===== config.mk =====
export PLATFORM = sky130hd
export DESIGN_NAME = io_port_decode
export DESIGN_NICKNAME = d
export VERILOG_FILES = /design/src/io_port_pkg.sv /design/src/io_port_decode.sv /design/src/status_bit_select.sv
export SDC_FILE = /design/constraint.sdc
export NUM_CORES = 1
export LEC_CHECK = 0
export BUFFER_PORTS_ARGS = -buffer_cell sky130_fd_sc_hd__buf_2
export CAP_MARGIN = 20
export CORE_MARGIN = 4
export CORE_UTILIZATION = 49
export CTS_CLUSTER_SIZE = 8
export DETAILED_ROUTE_END_ITERATION = 16
export PLACE_DENSITY = 0.86
export SLEW_MARGIN = 0
export SYNTH_ARGS = -nofsm -noshare
export SYNTH_HDL_FRONTEND = slang
export SYNTH_SLANG_ARGS = --single-unit

===== constraint.sdc =====
create_clock -name clock -period 2.37 [get_ports clock]
set_input_delay 0.237 -clock clock [delete_from_list [all_inputs] [get_ports clock]]
set_output_delay 0.237 -clock clock [all_outputs]
set_load 0.01 [all_outputs]

===== src/io_port_pkg.sv =====
/*
  Shared constants, types and status source codes of the I/O port block.
  Assumes an 8-bit host I/O bus with 256 port addresses.
*/
package io_port_pkg;

  localparam int ADDR_W = 8;
  localparam int DATA_W = 8;
  localparam int GROUP_W = 6;
  localparam int LOW_W = 2;
  localparam int NUM_GROUPS = 64;
  localparam int NUM_CHAN = 4;
  localparam int STATUS_BITS = 8;
  localparam int SEL_W = 4;
  localparam int LATCH_W = 4;
  localparam int COND_W = 4;
  localparam int EIA_W = 4;
  localparam int SRC_VEC_W = 16;

  // Field positions in a channel C output word
  localparam int LATCH_LSB = 0;
  localparam int COND_LSB = 4;

  // Low address bits are flipped in A1 for the alternate order
  localparam logic [LOW_W-1:0] ALT_SWAP = 2'h2;

  localparam logic [LATCH_W-1:0] LATCH_RST = 4'h0;
  localparam logic [COND_W-1:0] COND_RST = 4'h0;
  localparam logic [DATA_W-1:0] DATA_RST = 8'h00;

  typedef enum logic [1:0] {
    CHAN_A = 2'b00,
    CHAN_B = 2'b01,
    CHAN_C = 2'b10,
    CHAN_D = 2'b11
  } chan_e;

  // Source codes for one status word bit; 4'he and 4'hf read zero
  typedef enum logic [SEL_W-1:0] {
    SRC_ZERO = 4'h0,
    SRC_PARITY_ERROR = 4'h1,
    SRC_FRAMING_ERROR = 4'h2,
    SRC_OVERRUN_ERROR = 4'h3,
    SRC_RECEIVE_READY = 4'h4,
    SRC_TRANSMIT_EMPTY = 4'h5,
    SRC_AVAIL_FLAG_A = 4'h6,
    SRC_AVAIL_FLAG_B = 4'h7,
    SRC_LATCH_IN_A = 4'h8,
    SRC_LATCH_IN_B = 4'h9,
    SRC_EIA_0 = 4'ha,
    SRC_EIA_1 = 4'hb,
    SRC_EIA_2 = 4'hc,
    SRC_EIA_3 = 4'hd
  } status_src_e;

  typedef logic [STATUS_BITS-1:0][SEL_W-1:0] status_sel_t;

  typedef struct packed {
    logic parity_error;
    logic framing_error;
    logic overrun_error;
    logic receive_word_ready;
    logic transmit_buffer_empty;
    logic ext_avail_flag_a;
    logic ext_avail_flag_b;
    logic received_latch_in_a;
    logic received_latch_in_b;
    logic [EIA_W-1:0] eia;
  } status_src_s;

  typedef struct packed {
    logic [ADDR_W-1:0] addr;
    logic [DATA_W-1:0] wrData;
    logic wr;
    logic rd;
  } bus_req_s;

endpackage


===== src/io_port_decode.sv =====
/*
  Host I/O port logic of a four-channel board: group decode, channel
  ordering, control channel output split and status word assembly.
  Assumes one synchronous clock; host strobes are one cycle long.
*/
`timescale 1ns/1ps
// Functional notes
// - Answer one group of four among 256
// - Group chosen by A7..A2 versus config
// - Default order A, B, C, D
// - Alternate order C, D, A, B
// - Config load follows strobe or held high
// - Data bits 7..4 drive serial conditions
// - Data bits 3..0 into holding latch
// - Control read returns selectable status word
// - Sticky channel A/B available flags
// - External received latches feed status directly
// - Four EIA levels selectable as status
module io_port_decode
  import io_port_pkg::*;
(
  input wire logic clock,
  input wire logic rst_n,
  input wire io_port_pkg::bus_req_s busReq,
  output logic [io_port_pkg::DATA_W-1:0] rdData,
  output logic rdDataOe,
  input wire logic [io_port_pkg::GROUP_W-1:0] groupSelect,
  input wire logic alternateOrder,
  input wire logic softwareMode,
  input wire logic driverFromBit1,
  input wire io_port_pkg::status_sel_t statusSelect,
  input wire logic parity_error,
  input wire logic framing_error,
  input wire logic overrun_error,
  input wire logic receive_word_ready,
  input wire logic transmit_buffer_empty,
  input wire logic ext_avail_strobe_a,
  input wire logic ext_avail_strobe_b,
  input wire logic ext_received_latch_a,
  input wire logic ext_received_latch_b,
  input wire logic [io_port_pkg::EIA_W-1:0] eiaIn,
  input wire logic [io_port_pkg::DATA_W-1:0] chanAIn,
  input wire logic [io_port_pkg::DATA_W-1:0] chanBIn,
  input wire logic [io_port_pkg::DATA_W-1:0] serialRxData,
  output logic [io_port_pkg::NUM_CHAN-1:0] chanRead,
  output logic [io_port_pkg::NUM_CHAN-1:0] chanWrite,
  output logic [io_port_pkg::DATA_W-1:0] outData,
  output logic [io_port_pkg::COND_W-1:0] conditionOut,
  output logic configLoad,
  output logic [io_port_pkg::LATCH_W-1:0] holdLatch,
  output logic driverOut,
  output logic ext_avail_flag_a,
  output logic ext_avail_flag_b
);

  import io_port_pkg::*;

  //////////////////////////////////////////////////////////////////////////
  // Helpers

  // Channel reached by the two low address bits
  function automatic chan_e map_channel(input logic [LOW_W-1:0] low,
                                        input logic alt);
    logic [LOW_W-1:0] code;
    begin
      code = alt ? (low ^ ALT_SWAP) : low;
      return chan_e'(code);
    end
  endfunction

  // One-hot strobe vector for a channel
  function automatic logic [NUM_CHAN-1:0] chan_hot(input chan_e ch,
                                                   input logic en);
    logic [NUM_CHAN-1:0] hot;
    begin
      hot = '0;
      hot[ch] = en;
      return hot;
    end
  endfunction

  //////////////////////////////////////////////////////////////////////////
  // Address decode

  logic [GROUP_W-1:0] upperAddr;
  logic [LOW_W-1:0] lowAddr;
  logic groupHit;
  chan_e channel;
  logic rdHit;
  logic wrHit;
  logic [NUM_CHAN-1:0] rdHot;
  logic [NUM_CHAN-1:0] wrHot;

  assign upperAddr = busReq.addr[ADDR_W-1:LOW_W];
  assign lowAddr = busReq.addr[LOW_W-1:0];
  // Only the configured group of four answers
  assign groupHit = (upperAddr == groupSelect);
  // Address bits A7..A2 against the strapped value, zero means ground
  assign rdHit = busReq.rd & groupHit;
  assign wrHit = busReq.wr & groupHit;
  // Plain order places A first, alternate order places C first
  assign channel = map_channel(lowAddr, alternateOrder);
  assign rdHot = chan_hot(channel, rdHit);
  assign wrHot = chan_hot(channel, wrHit);

  // Read strobes go out in the request cycle so data can be sampled
  assign chanRead = rdHot;

  //////////////////////////////////////////////////////////////////////////
  // Channel A and B available flags

  logic flagA_ff;
  logic flagB_ff;
  logic nxt_flagA;
  logic nxt_flagB;
  logic clearA;
  logic clearB;

  // Reading the channel data acknowledges its flag
  assign clearA = rdHot[CHAN_A];
  assign clearB = rdHot[CHAN_B];
  // A strobe in the clearing cycle wins so no arrival is lost
  assign nxt_flagA = ext_avail_strobe_a | (flagA_ff & ~clearA);
  assign nxt_flagB = ext_avail_strobe_b | (flagB_ff & ~clearB);

  always_ff @(posedge clock or negedge rst_n)
  begin
    if (!rst_n)
    begin
      flagA_ff <= 1'b0;
      flagB_ff <= 1'b0;
    end
    else
    begin
      flagA_ff <= nxt_flagA;
      flagB_ff <= nxt_flagB;
    end
  end

  assign ext_avail_flag_a = flagA_ff;
  assign ext_avail_flag_b = flagB_ff;

  //////////////////////////////////////////////////////////////////////////
  // Status word

  status_src_s sources;
  logic [STATUS_BITS-1:0] statusWord;

  assign sources.parity_error = parity_error;
  assign sources.framing_error = framing_error;
  assign sources.overrun_error = overrun_error;
  assign sources.receive_word_ready = receive_word_ready;
  assign sources.transmit_buffer_empty = transmit_buffer_empty;
  assign sources.ext_avail_flag_a = flagA_ff;
  assign sources.ext_avail_flag_b = flagB_ff;
  // External latches are passed through without storage
  assign sources.received_latch_in_a = ext_received_latch_a;
  assign sources.received_latch_in_b = ext_received_latch_b;
  assign sources.eia = eiaIn;

  // Each bit has its own selector, like a jumper per terminal
  genvar gi;
  generate
    for (gi = 0; gi < STATUS_BITS; gi++)
    begin : g_status
      status_bit_select u_sel
      (
        .select(statusSelect[gi]),
        .sources(sources),
        .bitOut(statusWord[gi])
      );
    end
  endgenerate

  //////////////////////////////////////////////////////////////////////////
  // Read data path

  logic [DATA_W-1:0] readMux;
  logic [DATA_W-1:0] rdData_ff;
  logic [DATA_W-1:0] nxt_rdData;
  logic rdDataOe_ff;

  assign readMux = (channel == CHAN_A) ? chanAIn :
                   (channel == CHAN_B) ? chanBIn :
                   (channel == CHAN_C) ? statusWord :
                   serialRxData;
  // Outside a hit the bus holds zero and the enable stays low
  assign nxt_rdData = rdHit ? readMux : DATA_RST;

  always_ff @(posedge clock or negedge rst_n)
  begin
    if (!rst_n)
    begin
      rdData_ff <= DATA_RST;
      rdDataOe_ff <= 1'b0;
    end
    else
    begin
      rdData_ff <= nxt_rdData;
      rdDataOe_ff <= rdHit;
    end
  end

  assign rdData = rdData_ff;
  assign rdDataOe = rdDataOe_ff;

  //////////////////////////////////////////////////////////////////////////
  // Write data path

  logic [DATA_W-1:0] outData_ff;
  logic [NUM_CHAN-1:0] chanWrite_ff;
  logic [COND_W-1:0] cond_ff;
  logic [LATCH_W-1:0] latch_ff;
  logic ctrlWrite;
  logic [DATA_W-1:0] nxt_outData;
  logic [COND_W-1:0] nxt_cond;
  logic [LATCH_W-1:0] nxt_latch;

  assign ctrlWrite = wrHot[CHAN_C];
  // Last written word stays up for the channel being strobed
  assign nxt_outData = wrHit ? busReq.wrData : outData_ff;
  assign nxt_cond = ctrlWrite ?
                    busReq.wrData[COND_LSB +: COND_W] : cond_ff;
  assign nxt_latch = ctrlWrite ?
                     busReq.wrData[LATCH_LSB +: LATCH_W] : latch_ff;

  always_ff @(posedge clock or negedge rst_n)
  begin
    if (!rst_n)
    begin
      outData_ff <= DATA_RST;
      chanWrite_ff <= '0;
      cond_ff <= COND_RST;
      latch_ff <= LATCH_RST;
    end
    else
    begin
      outData_ff <= nxt_outData;
      chanWrite_ff <= wrHot;
      cond_ff <= nxt_cond;
      latch_ff <= nxt_latch;
    end
  end

  // Strobes lag one cycle so they line up with the registered data
  assign chanWrite = chanWrite_ff;
  assign outData = outData_ff;
  assign conditionOut = cond_ff;
  assign holdLatch = latch_ff;

  //////////////////////////////////////////////////////////////////////////
  // Serial configuration load and peripheral driver

  // Software mode reloads conditions on every control write, so the
  // upper bits must be rewritten unchanged when only the latch moves
  assign configLoad = softwareMode ? chanWrite_ff[CHAN_C] : 1'b1;

  assign driverOut = driverFromBit1 ? latch_ff[1] : latch_ff[0];

endmodule


===== src/status_bit_select.sv =====
/*
  One status word bit: picks one source out of the flag set by code.
  Assumes the code is static configuration or changes between reads.
*/
`timescale 1ns/1ps
module status_bit_select
  import io_port_pkg::*;
(
  input wire logic [io_port_pkg::SEL_W-1:0] select,
  input wire io_port_pkg::status_src_s sources,
  output logic bitOut
);

  logic [SRC_VEC_W-1:0] srcVec;

  // Bit position equals source code
  assign srcVec = {2'h0, sources.eia,
                   sources.received_latch_in_b, sources.received_latch_in_a,
                   sources.ext_avail_flag_b, sources.ext_avail_flag_a,
                   sources.transmit_buffer_empty, sources.receive_word_ready,
                   sources.overrun_error, sources.framing_error,
                   sources.parity_error, 1'b0};
  assign bitOut = srcVec[select];

endmodule


==> results of run 1 <==
## sequential cells by signal (all words and copies together) (netlist names)
register,flops
chanWrite,4
conditionOut,4
ext_avail_flag_a,1
ext_avail_flag_b,1
holdLatch,4
outData,8
rdData,8
rdDataOe,1
## power by group
group / switching [mW] / total, mW / internal, mW / leakage, nW
Clock: 0.181 / 0.408 / 0.227 / 0.0470
Sequential: 0.0237 / 0.597 / 0.574 / 0.416
Combinational: 0.247 / 0.488 / 0.241 / 1.21
Total: 0.452 / 1.49 / 1.04 / 1.67
## cells by family after synthesis
kind of cell | after synthesis | share of synthesized area [%]
buf+inv | 21 | 4.24
compound gates | 49 | 15.3
xor+xnor | 8 | 2.76
simple gates | 81 | 19.0
mux | 51 | 28.2
flops | 31 | 30.6
## final cells by class
cell class                      count  share of cell area, %
Multi-Input combinational cell    189                   49.8
Clock buffer                        6                   2.49
Sequential cell                    31                   23.4
Inverter                            7                  0.791
Timing Repair Buffer              137                   20.9
Clock inverter                      1                  0.151
Tap cell                           67                   2.52
## worst reg2reg max path, delay by kind of cell, from the launching register on
kind,cells,cell delay (ps)
multiplexers,1,520
AO/OA/AOI/OAI,2,510
flip-flops,1,500
AND/OR/NAND/NOR,1,150
## cells in the mapped netlist
| cell type | count |
|---|---|
| and2_1 | 2 |
| and4b_1 | 1 |
| o31a_1 | 3 |
| o211ai_1 | 6 |
| nor2b_1 | 13 |
| and4_1 | 1 |
| clkbuf_1 | 7 |
| buf_6 | 2 |
| a221o_1 | 1 |
| nor4_4 | 1 |
| nand3_2 | 1 |
| nor3b_1 | 3 |
| dfrtp_1 | 31 |
| nand4_1 | 2 |
| inv_1 | 7 |
| and3_1 | 4 |
| o21ai_0 | 8 |
| a2111oi_0 | 1 |
| xnor2_1 | 1 |
| mux4_2 | 9 |
| a2bb2oi_1 | 3 |
| o221ai_1 | 3 |
| o21a_1 | 1 |
| nor2_1 | 9 |
| nand4bb_1 | 3 |
| a221oi_1 | 3 |
| xor2_1 | 7 |
| a31o_2 | 7 |
| buf_2 | 2 |
| a211oi_1 | 4 |
| buf_4 | 3 |
| a2111oi_2 | 2 |
| mux4_1 | 4 |
| nand3b_1 | 3 |
| nand2b_1 | 10 |
| nor3_1 | 12 |
| mux2_2 | 21 |
| a2111oi_1 | 2 |
| nand3_1 | 1 |
| a21oi_1 | 3 |
| nand2_1 | 14 |
| and2_2 | 1 |
| mux2i_1 | 17 |
| a21o_1 | 2 |
## worst max path at each step
| stage | slack (ps) | end | cells after the start |
|---|---|---|---|
| 6_report | 470 | chanRead[2] | 6 |
| 5_1_grt | 310 | chanRead[2] | 6 |
| 4_1_cts | 470 | chanRead[2] | 6 |
| 3_5_place_dp | 430 | conditionOut[0]$_DFFE_PN0P_ | 5 |
| 3_3_place_gp | 500 | holdLatch[1]$_DFFE_PN0P_ | 5 |
| 2_1_floorplan | 680 | rdData[5]$_DFF_PN0_ | 4 |
## per-layer routing
layer / up-vias / GRT usage [%] / share of wire [%]
li1: 1191 / - / -
met1: 1237 / 30.4 / 36
met2: 146 / 45.5 / 52
met3: 20 / 4.63 / 9.4
met4: 0 / 7.09 / 2.3
met5: - / 0 / 0
## through the flow
stage | util (%) | hold slack (ps) | setup WS [ps]
floorplan | - | -58.6 | 684
detailed placement | 66.3 | 308 | 431
CTS | 68.1 | 7.03 | 466
global placement | 66.3 | 304 | 499
finish | 68.1 | -8.82 | 468
global route | 68.1 | 31.8 | 311
==> run summary, run 1 <==
Status - finished, violations left
Failing checks - negative hold slack
First-pass DRT Iterations - 5
Clock Pin Slew Worst Setup and Hold Paths - 60 ps
Worst r2r path cells - 4
Seq. cell area - 776 um^2
Max_slew headroom - 55.6%
Max Buffers Root-to-Sink - 2
Yosys reg bits - 31
Worst hold margin - -8.82 ps
Mapped cell area - 2540 um^2
Post-Synthesis Cells - 241
Crit path max-delay cell type - nor4_4
CTS buffer count - 5
Post-Syn Area per Cell - 10.5 um^2
Tcrit/Tclk final - 80.2%
Multi-input logic area - 1650 um^2
ANT nets after route - 0
GRT Residual Overflow - 0
Peak supply drop - 0.228 mV
Initial DRC Count - 169
Worst Setup End Kind - primary output
Worst R2R Start - ext_avail_flag_a$_DFF_PN0_
CTS root buf - clkbuf_8
Die height - 80.0 um
FILL cells - 402
Drt drc - 0
Pin count of the biggest net entering global routing - 32
Most frequent cells in the layout - buf_2 (134), dfrtp_1 (31), mux2_2 (21)
IO Port Bufs - 134
CP cell instances - buf_2, xor2_1, nor4_4, nand3_2, nor3_1, buf_2
Die width - 80.0 um
TNS Setup - 0 ps
Crit path from - groupSelect[1]
Top cell type's share of synthesized area - 30.6%
Seq/Total Area, Yosys - 30.6%
First-pass GRT wire length - 12600 um
Area contributors post-synth - dfrtp_1 (31%), mux2_2 (9.3%), mux4_2 (8.0%), mux2i_1 (6.7%), mux4_1 (4.1%)
Gr usage total - 25.2%
Initial antenna violation count - 0
Ys Warns - 0
Nets@finish - 469
Die area - 6390 um^2
Final Hold Viols - 27
Worst-skew pair later-pin latency - 280 ps
Pins Over Slew Limit - 0
MaxCap Viol Count - 0
Total wire length - 8040 um
CTS H-tree depth - 2
Final Skew - 3.50 ps
RSZ-0062 raised after global routing - false
Number of global-route vias before repair - 2534
Max Fclk - 0.526 GHz
Area grow syn2layout - 30.9%
Crit path max fanout - 11
Number of diodes - 0
Buf/Inv on CP - 2
Worst hold-check path type - input port to asynchronous set/reset pin
# resized after CTS - 0
CP required - 2130 ps
Commonest non-fill, non-tap cell in the layout - buf_2
Final cell count without fillers - 438
Minimum clock period - 1900 ps
Worst r2r dst - rdData[5]$_DFF_PN0_
Pwr Total - 1.49 mW
Wire per inst - 18.3 um
Yosys cell types - 44
Slew @ Worst Pin - 665 ps
Row count - 25
Dpl cell area - 3230 um^2
Max incr delay on CP - 400 ps
Post-CTS Hold Buffers - 0
HPWL after detailed placement - 6390 um
Leak - 1.67 nW
Worst setup SP type - input port
CTS tree - yes
Num Clock Sinks - 31
Crit path kind - input port to primary output
Most used cell, CP - buf_2
Top delay family on crit path - simple AND/OR/NAND/NOR gates
Post-Place Cells - 431
Via count - 2594
Share of layout cells above drive strength 1 - 50.1%
Vias per cell - 5.92
Starting density of the core - 52.0%
Endpoints failing setup - 0
Worst reg-to-reg setup slack - 550 ps
Synth area leader - dfrtp_1
Power Density - 450 nW/um^2
Core area - 4880 um^2
CP Data Arrival Time - 1660 ps
Post-CTS setup buffer count - 0
I/O pins - 135
Final Cell Area - 3320 um^2
GPL Wtd Cong - 0.963
Syn nets - 339
Note: power is estimated with default switching activity, not from simulation.
==> run 2, diff against run 1 <==
--- a/config.mk
+++ b/config.mk
@@ -8,10 +8,10 @@
 export BUFFER_PORTS_ARGS = -buffer_cell sky130_fd_sc_hd__buf_2
 export CAP_MARGIN = 20
 export CORE_MARGIN = 4
-export CORE_UTILIZATION = 49
+export CORE_UTILIZATION = 41
 export CTS_CLUSTER_SIZE = 8
 export DETAILED_ROUTE_END_ITERATION = 16
-export PLACE_DENSITY = 0.86
+export PLACE_DENSITY = 0.77
 export SLEW_MARGIN = 0
 export SYNTH_ARGS = -nofsm -noshare
 export SYNTH_HDL_FRONTEND = slang
==> constraint.sdc (replaced) <==
create_clock -name clock -period 1.7 [get_ports clock]
set_input_delay 0.17 -clock clock [delete_from_list [all_inputs] [get_ports clock]]
set_output_delay 0.17 -clock clock [all_outputs]
set_load 0.01 [all_outputs]
==> run 2 against run 1 <==
The flow now finishes without violations; largest power group unchanged; first-iteration DRC count fell by 18%; non-clock buffer count increased by 22; count of clock-buffer cells in the layout increased by 2; sequential share of layout area fell by 1.5 points; clock power grew 54%; hold slack better by 100 ps; final area grew 6.9%; die area rose by 17%; cell count is 7.1% higher; flip-flop and latch count is the same; via count up 2.1%; combinational power increased by 47%.
==> run summary, run 2 (synthesis gave the netlist of run 1 again) <==
Endpoints failing setup - 0 (unchanged)
Core area - 5960 um^2 (was 4880 um^2)
Commonest non-fill, non-tap cell in the layout - buf_2 (unchanged)
Leak - 1.78 nW (was 1.67 nW)
Peak supply drop - 0.551 mV (was 0.228 mV)
Most frequent cells in the layout - buf_2 (132), dfrtp_1 (31), buf_4 (23) (was buf_2 (134), dfrtp_1 (31), mux2_2 (21))
CTS tree - yes (unchanged)
First-pass DRT Iterations - 4 (was 5)
CTS root buf - clkbuf_8 (unchanged)
Pins Over Slew Limit - 0 (unchanged)
RSZ-0062 raised after global routing - false (unchanged)
Share of layout cells above drive strength 1 - 53.0% (was 50.1%)
Pwr Total - 2.17 mW (was 1.49 mW)
Pin count of the biggest net entering global routing - 32 (unchanged)
Worst setup SP type - flop (was input port)
Die width - 86.7 um (was 80.0 um)
Worst hold margin - 93.5 ps (was -8.82 ps)
Gr usage total - 21.8% (was 25.2%)
Area grow syn2layout - 39.8% (was 30.9%)
Max Buffers Root-to-Sink - 2 (unchanged)
TNS Setup - 0 ps (unchanged)
Starting density of the core - 42.6% (was 52.0%)
Max_slew headroom - 53.9% (was 55.6%)
Clock Pin Slew Worst Setup and Hold Paths - 60 ps (about the same)
Worst hold-check path type - input port to flop (was input port to asynchronous set/reset pin)
Number of diodes - 0 (unchanged)
HPWL after detailed placement - 6570 um (was 6390 um)
Initial antenna violation count - 0 (unchanged)
Worst reg-to-reg setup slack - 70 ps (was 550 ps)
Crit path max fanout - 3 (was 11)
Power Density - 612 nW/um^2 (was 450 nW/um^2)
GRT Residual Overflow - 0 (unchanged)
Vias per cell - 5.65 (was 5.92)
First-pass GRT wire length - 12800 um (was 12600 um)
CTS buffer count - 5 (unchanged)
Max Fclk - 0.615 GHz
Worst Setup End Kind - flop (was primary output)
Num Clock Sinks - 31 (unchanged)
Initial DRC Count - 139 (was 169)
Worst-skew pair later-pin latency - 280 ps (about the same)
MaxCap Viol Count - 0 (unchanged)
GPL Wtd Cong - 0.850 (was 0.963)
Tcrit/Tclk final - 95.7%
Via count - 2648 (was 2594)
Crit path kind - flop to flop (was input port to primary output)
Number of global-route vias before repair - 2605 (was 2534)
Minimum clock period - 1630 ps
CP Data Arrival Time - 1770 ps (was 1660 ps)
Final Skew - 1.16 ps (was 3.50 ps)
ANT nets after route - 0 (unchanged)
CTS H-tree depth - 2 (unchanged)
Die area - 7510 um^2 (was 6390 um^2)
Status - complete, no violations (was finished, violations left)
IO Port Bufs - 134 (unchanged)
Total wire length - 8370 um (was 8040 um)
CP required - 1850 ps (was 2130 ps)
Drt drc - 0 (unchanged)
Die height - 86.7 um (was 80.0 um)
Nets@finish - 491 (was 469)
Row count - 28 (was 25)
I/O pins - 135 (unchanged)
Wire per inst - 17.8 um (was 18.3 um)
Final Hold Viols - 0 (was 27)
Slew @ Worst Pin - 691 ps (was 665 ps)
==> run 2: report_power, final <==
group          total [mW]  leakage, nW  internal (mW)  switching, mW
sequential          0.828        0.416          0.799         0.0288
combinational       0.715         1.32          0.360          0.355
clock               0.630       0.0515          0.369          0.261
total                2.17         1.78           1.53          0.645
==> run 2: critical path, cell delays in order (launching register included) <==
cell,delay (ps)
dfrtp_1,390
mux4_1,470
nand2b_1,150
a2111oi_1,380
a2111oi_1,100
==> run 2: per-layer routing <==
layer	global-route usage (%)	wire length [um]	vias to the layer above
li1	-	-	1235
met1	28.2	3440	1270
met2	36.6	4150	126
met3	3.71	600	17
met4	8.22	180	0
met5	0	0	-
==> run 2: final timing paths <==
| check | endpoint | from | cells after the start |
|---|---|---|---|
| max reg2reg | rdData[5]$_DFF_PN0_ | ext_avail_flag_a$_DFF_PN0_ | 4 |
| min | ext_avail_flag_b$_DFF_PN0_ | ext_avail_strobe_b | 2 |
| max in group asynchronous | rdData[4]$_DFF_PN0_ | rst_n | 2 |
| min in group asynchronous | outData[5]$_DFFE_PN0P_ | rst_n | 2 |
| min reg2reg | outData[0]$_DFFE_PN0P_ | outData[0]$_DFFE_PN0P_ | 1 |
| max | rdData[5]$_DFF_PN0_ | ext_avail_flag_a$_DFF_PN0_ | 4 |
==> run 2: stage by stage <==
step	instance area, um^2	instances	setup WS [ps]	util (%)
3_3_place_gp	3370	456	-25.1	56.6
6_report	3550	469	73.5	59.6
3_5_place_dp	3370	456	-15.5	56.6
5_1_grt	3550	469	10.2	59.6
4_1_cts	3490	465	37.4	58.6
2_1_floorplan	2540	241	13.7	-
==> run 2: layout make-up <==
type,count,area [um^2]
timing repair buffer,159,877
multi-input combinational,189,1680
clock buffer,8,100
sequential,31,776
fill,522,2410
inverter,7,26.3
tap,75,93.8
==> run 2: repair_timing <==
item                       4_1_cts  5_1_grt
hold buffers                     1        0
setup endpoints to repair        2        3
pin swaps                        0        3
buffers inserted                 0        4
resized for setup                1        6
gates cloned                     0        0
hold endpoints to repair        31        0
==> run 3, diff against run 2 <==
--- a/config.mk
+++ b/config.mk
@@ -5,14 +5,15 @@
 export SDC_FILE = /design/constraint.sdc
 export NUM_CORES = 1
 export LEC_CHECK = 0
-export BUFFER_PORTS_ARGS = -buffer_cell sky130_fd_sc_hd__buf_2
 export CAP_MARGIN = 20
 export CORE_MARGIN = 4
-export CORE_UTILIZATION = 41
+export CORE_UTILIZATION = 56
 export CTS_CLUSTER_SIZE = 8
 export DETAILED_ROUTE_END_ITERATION = 16
-export PLACE_DENSITY = 0.77
+export DONT_BUFFER_PORTS = 1
+export PLACE_DENSITY = 0.74
 export SLEW_MARGIN = 0
 export SYNTH_ARGS = -nofsm -noshare
 export SYNTH_HDL_FRONTEND = slang
+export SYNTH_HIERARCHICAL = 1
 export SYNTH_SLANG_ARGS = --single-unit
==> run 3 against run 2 <==
The run now ends with negative setup slack left; sequential power up 5.4%; cell count shrank 45%; hold slack lost 55 ps; critical path type unchanged; largest cell class unchanged.
==> run summary, run 3 <==
Peak supply drop - 0.365 mV (was 0.551 mV)
Most numerous cell in the Yosys netlist - mux2i_1 (was dfrtp_1)
Post-synth top flop - dfrtp_1 (unchanged)
Initial DRC Count - 112 (was 139)
CTS buffer count - 5 (unchanged)
Area contributors post-synth - dfrtp_1 (31%), mux4_2 (22%), mux2i_1 (13%), mux2_2 (11%), buf_6 (3.6%) (was dfrtp_1 (31%), mux2_2 (9.3%), mux4_2 (8.0%), mux2i_1 (6.7%), mux4_1 (4.1%))
Ys async rst share - 100% (unchanged)
IO Port Bufs - 0 (was 134)
Failing checks - negative setup slack
Number of global-route vias before repair - 2001 (was 2605)
Area grow syn2layout - 8.58% (was 39.8%)
Worst hold margin - 38.5 ps (was 93.5 ps)
ANT nets after route - 0 (unchanged)
Tcrit/Tclk final - 105% (was 95.7%)
Drt drc - 0 (unchanged)
Yosys cell types - 27 (was 44)
Syn nets - 295 (was 339)
Max_slew headroom - 73.7% (was 53.9%)
GRT Residual Overflow - 0 (unchanged)
Final Hold Viols - 0 (unchanged)
Wire per inst - 25.6 um (was 17.8 um)
Worst R2R Start - ext_avail_flag_a$_DFF_PN0_ (unchanged)
CTS tree - yes (unchanged)
Post-Place Cells - 243 (was 456)
Post-Syn Area per Cell - 12.6 um^2 (was 10.5 um^2)
Power Density - 659 nW/um^2 (was 612 nW/um^2)
CP Data Arrival Time - 1940 ps (was 1770 ps)
RSZ-0062 raised after global routing - true (was false)
Crit path max fanout - 6 (was 3)
Vias per cell - 7.08 (was 5.65)
Global-route track usage on met2 - 42.0% (was 36.6%)
Hold Path Origin - ext_avail_strobe_a (was ext_avail_strobe_b)
Max Buffers Root-to-Sink - 2 (unchanged)
Num Clock Sinks - 31 (unchanged)
MaxCap Viol Count - 0 (unchanged)
Row count - 23 (was 28)
CTS H-tree depth - 2 (unchanged)
First-pass GRT wire length - 9860 um (was 12800 um)
I/O pins - 135 (unchanged)
Dpl cell area - 2510 um^2 (was 3370 um^2)
Worst-skew pair later-pin latency - 260 ps (was 280 ps)
TNS Setup - -379 ps (was 0 ps)
Clock Pin Slew Worst Setup and Hold Paths - 60 ps (about the same)
Commonest non-fill, non-tap cell in the layout - mux2i_1 (was buf_2)
Worst setup SP type - flop (unchanged)
FILL cells - 328 (was 522)
HPWL after detailed placement - 5180 um (was 6570 um)
Final Cell Area - 2690 um^2 (was 3550 um^2)
Final setup margin - -87.8 ps (was 73.5 ps)
Status - finished, violations left (was complete, no violations)
Worst Setup End Kind - flop (unchanged)
Worst hold-check path type - input port to flop (unchanged)
First-pass DRT Iterations - 4 (unchanged)
Pins Over Slew Limit - 0 (unchanged)
Placement Setup Slack - -179 ps (was -15.5 ps)
Share of layout cells above drive strength 1 - 38.5% (was 53.0%)
Post-Synthesis Cells - 197 (was 241)
CTS root buf - clkbuf_8 (unchanged)
Max Fclk - 0.559 GHz (was 0.615 GHz)
Die width - 74.5 um (was 86.7 um)
Seq/Total Area, Yosys - 31.3% (was 30.6%)
Mapped cell area - 2480 um^2 (was 2540 um^2)
Slew @ Worst Pin - 391 ps (was 691 ps)
Leak - 1.25 nW (was 1.78 nW)
Top cell type's share of synthesized area - 31.3% (was 30.6%)
Yosys reg bits - 31 (unchanged)
Die area - 5550 um^2 (was 7510 um^2)
Ys Warns - 6 (was 0)
Die height - 74.5 um (was 86.7 um)
Via count - 1826 (was 2648)
Minimum clock period - 1790 ps (was 1630 ps)
Core area - 4140 um^2 (was 5960 um^2)
Pin count of the biggest net entering global routing - 32 (unchanged)
Pwr Total - 1.77 mW (was 2.17 mW)
Met3 usage - 7.70% (was 3.71%)
Gr usage total - 23.8% (was 21.8%)
Nets@finish - 307 (was 491)
CP required - 1860 ps (was 1850 ps)
Initial antenna violation count - 1 (was 0)
Crit path kind - flop to flop (unchanged)
Endpoints failing setup - 7 (was 0)
Most frequent cells in the layout - mux2i_1 (31), dfrtp_1 (29), mux2_2 (25) (was buf_2 (132), dfrtp_1 (31), buf_4 (23))
Met1 usage - 27.7% (was 28.2%)
Post-synth EDFFs - 0 (unchanged)
Starting density of the core - 59.8% (was 42.6%)
Top cells by instance count after synthesis - mux2i_1 (32), dfrtp_1 (31), mux2_2 (25) (was dfrtp_1 (31), mux2_2 (21), mux2i_1 (17))
Total wire length - 6600 um (was 8370 um)
Final core utilization - 64.9% (was 59.6%)
Most Crowded Layer GR - met2 (unchanged)
Final cell count without fillers - 258 (was 469)
Synth area leader - dfrtp_1 (unchanged)
Crit path from - ext_avail_flag_a$_DFF_PN0_ (unchanged)
Number of diodes - 0 (unchanged)
GPL Wtd Cong - 0.815 (was 0.850)
Final Skew - 2.34 ps (was 1.16 ps)
## run 3: cell count changes after synthesis, sizes merged, moves of 5 or more
cell     before  now
mux2i        17   32
mux4         13   24
nand2b       10    1
nor3         12    3
a22oi         0    8
o21ai         8    0
a31o          7    0
and3          4   11
o211ai        6    0
xnor2         1    7
xor2          7    1
a2111oi       5    0
nor2          9    4
nor2b        13    8
## run 3: critical path, cell delays in order (launching register included)
cell and delay, ps:
dfrtp_2 460, buf_6 150, mux2i_1 130, mux4_2 250, mux2i_1 80, mux4_2 450, and3_1 150
## run 3: final timing paths
kind                       cells after the start                           to  slack (ps)
max reg2reg                                    6          rdData[7]$_DFF_PN0_         -90
min reg2reg                                    1  conditionOut[1]$_DFFE_PN0P_         580
max in group asynchronous                      2   ext_avail_flag_a$_DFF_PN0_        1160
max                                            6          rdData[7]$_DFF_PN0_         -90
min                                            1   ext_avail_flag_a$_DFF_PN0_          40
min in group asynchronous                      2       outData[0]$_DFFE_PN0P_         360
## run 3: what timing repair did
action	CTS	global route
setup endpoints to repair	8	8
endpoints found under the hold margin	32	0
pin swaps	5	1
hold buffers	3	0
gates resized for setup	10	1
setup buffers	4	2
## run 3: final cells by class
| class | count | area (um^2) | share of cell area [%] |
|---|---|---|---|
| well taps | 50 | 62.6 | 2.32 |
| inverters | 10 | 37.5 | 1.39 |
| multi-input cells | 143 | 1570 | 58.3 |
| clock buffers | 6 | 72.6 | 2.70 |
| repair buffers | 18 | 173 | 6.42 |
| flip-flops and latches | 31 | 778 | 28.9 |
## run 3: cell families after synthesis
group,Yosys count,share of synthesized area (%)
compound gates,10,2.93
xor+xnor,8,2.83
buf+inv,23,6.31
flops,31,31.3
mux,81,46.1
simple gates,44,10.6
## run 3: layer usage
layer	part of all wire, %	wire (um)
met5	0.20	13
met4	1.6	104
met3	13	844
met2	50	3290
met1	36	2350
## run 3: where the power goes
part / leakage, nW / internal, mW / switching, mW / total, mW
sequential: 0.415 / 0.800 / 0.0730 / 0.873
combinational: 0.797 / 0.269 / 0.139 / 0.408
clock: 0.0371 / 0.272 / 0.220 / 0.491
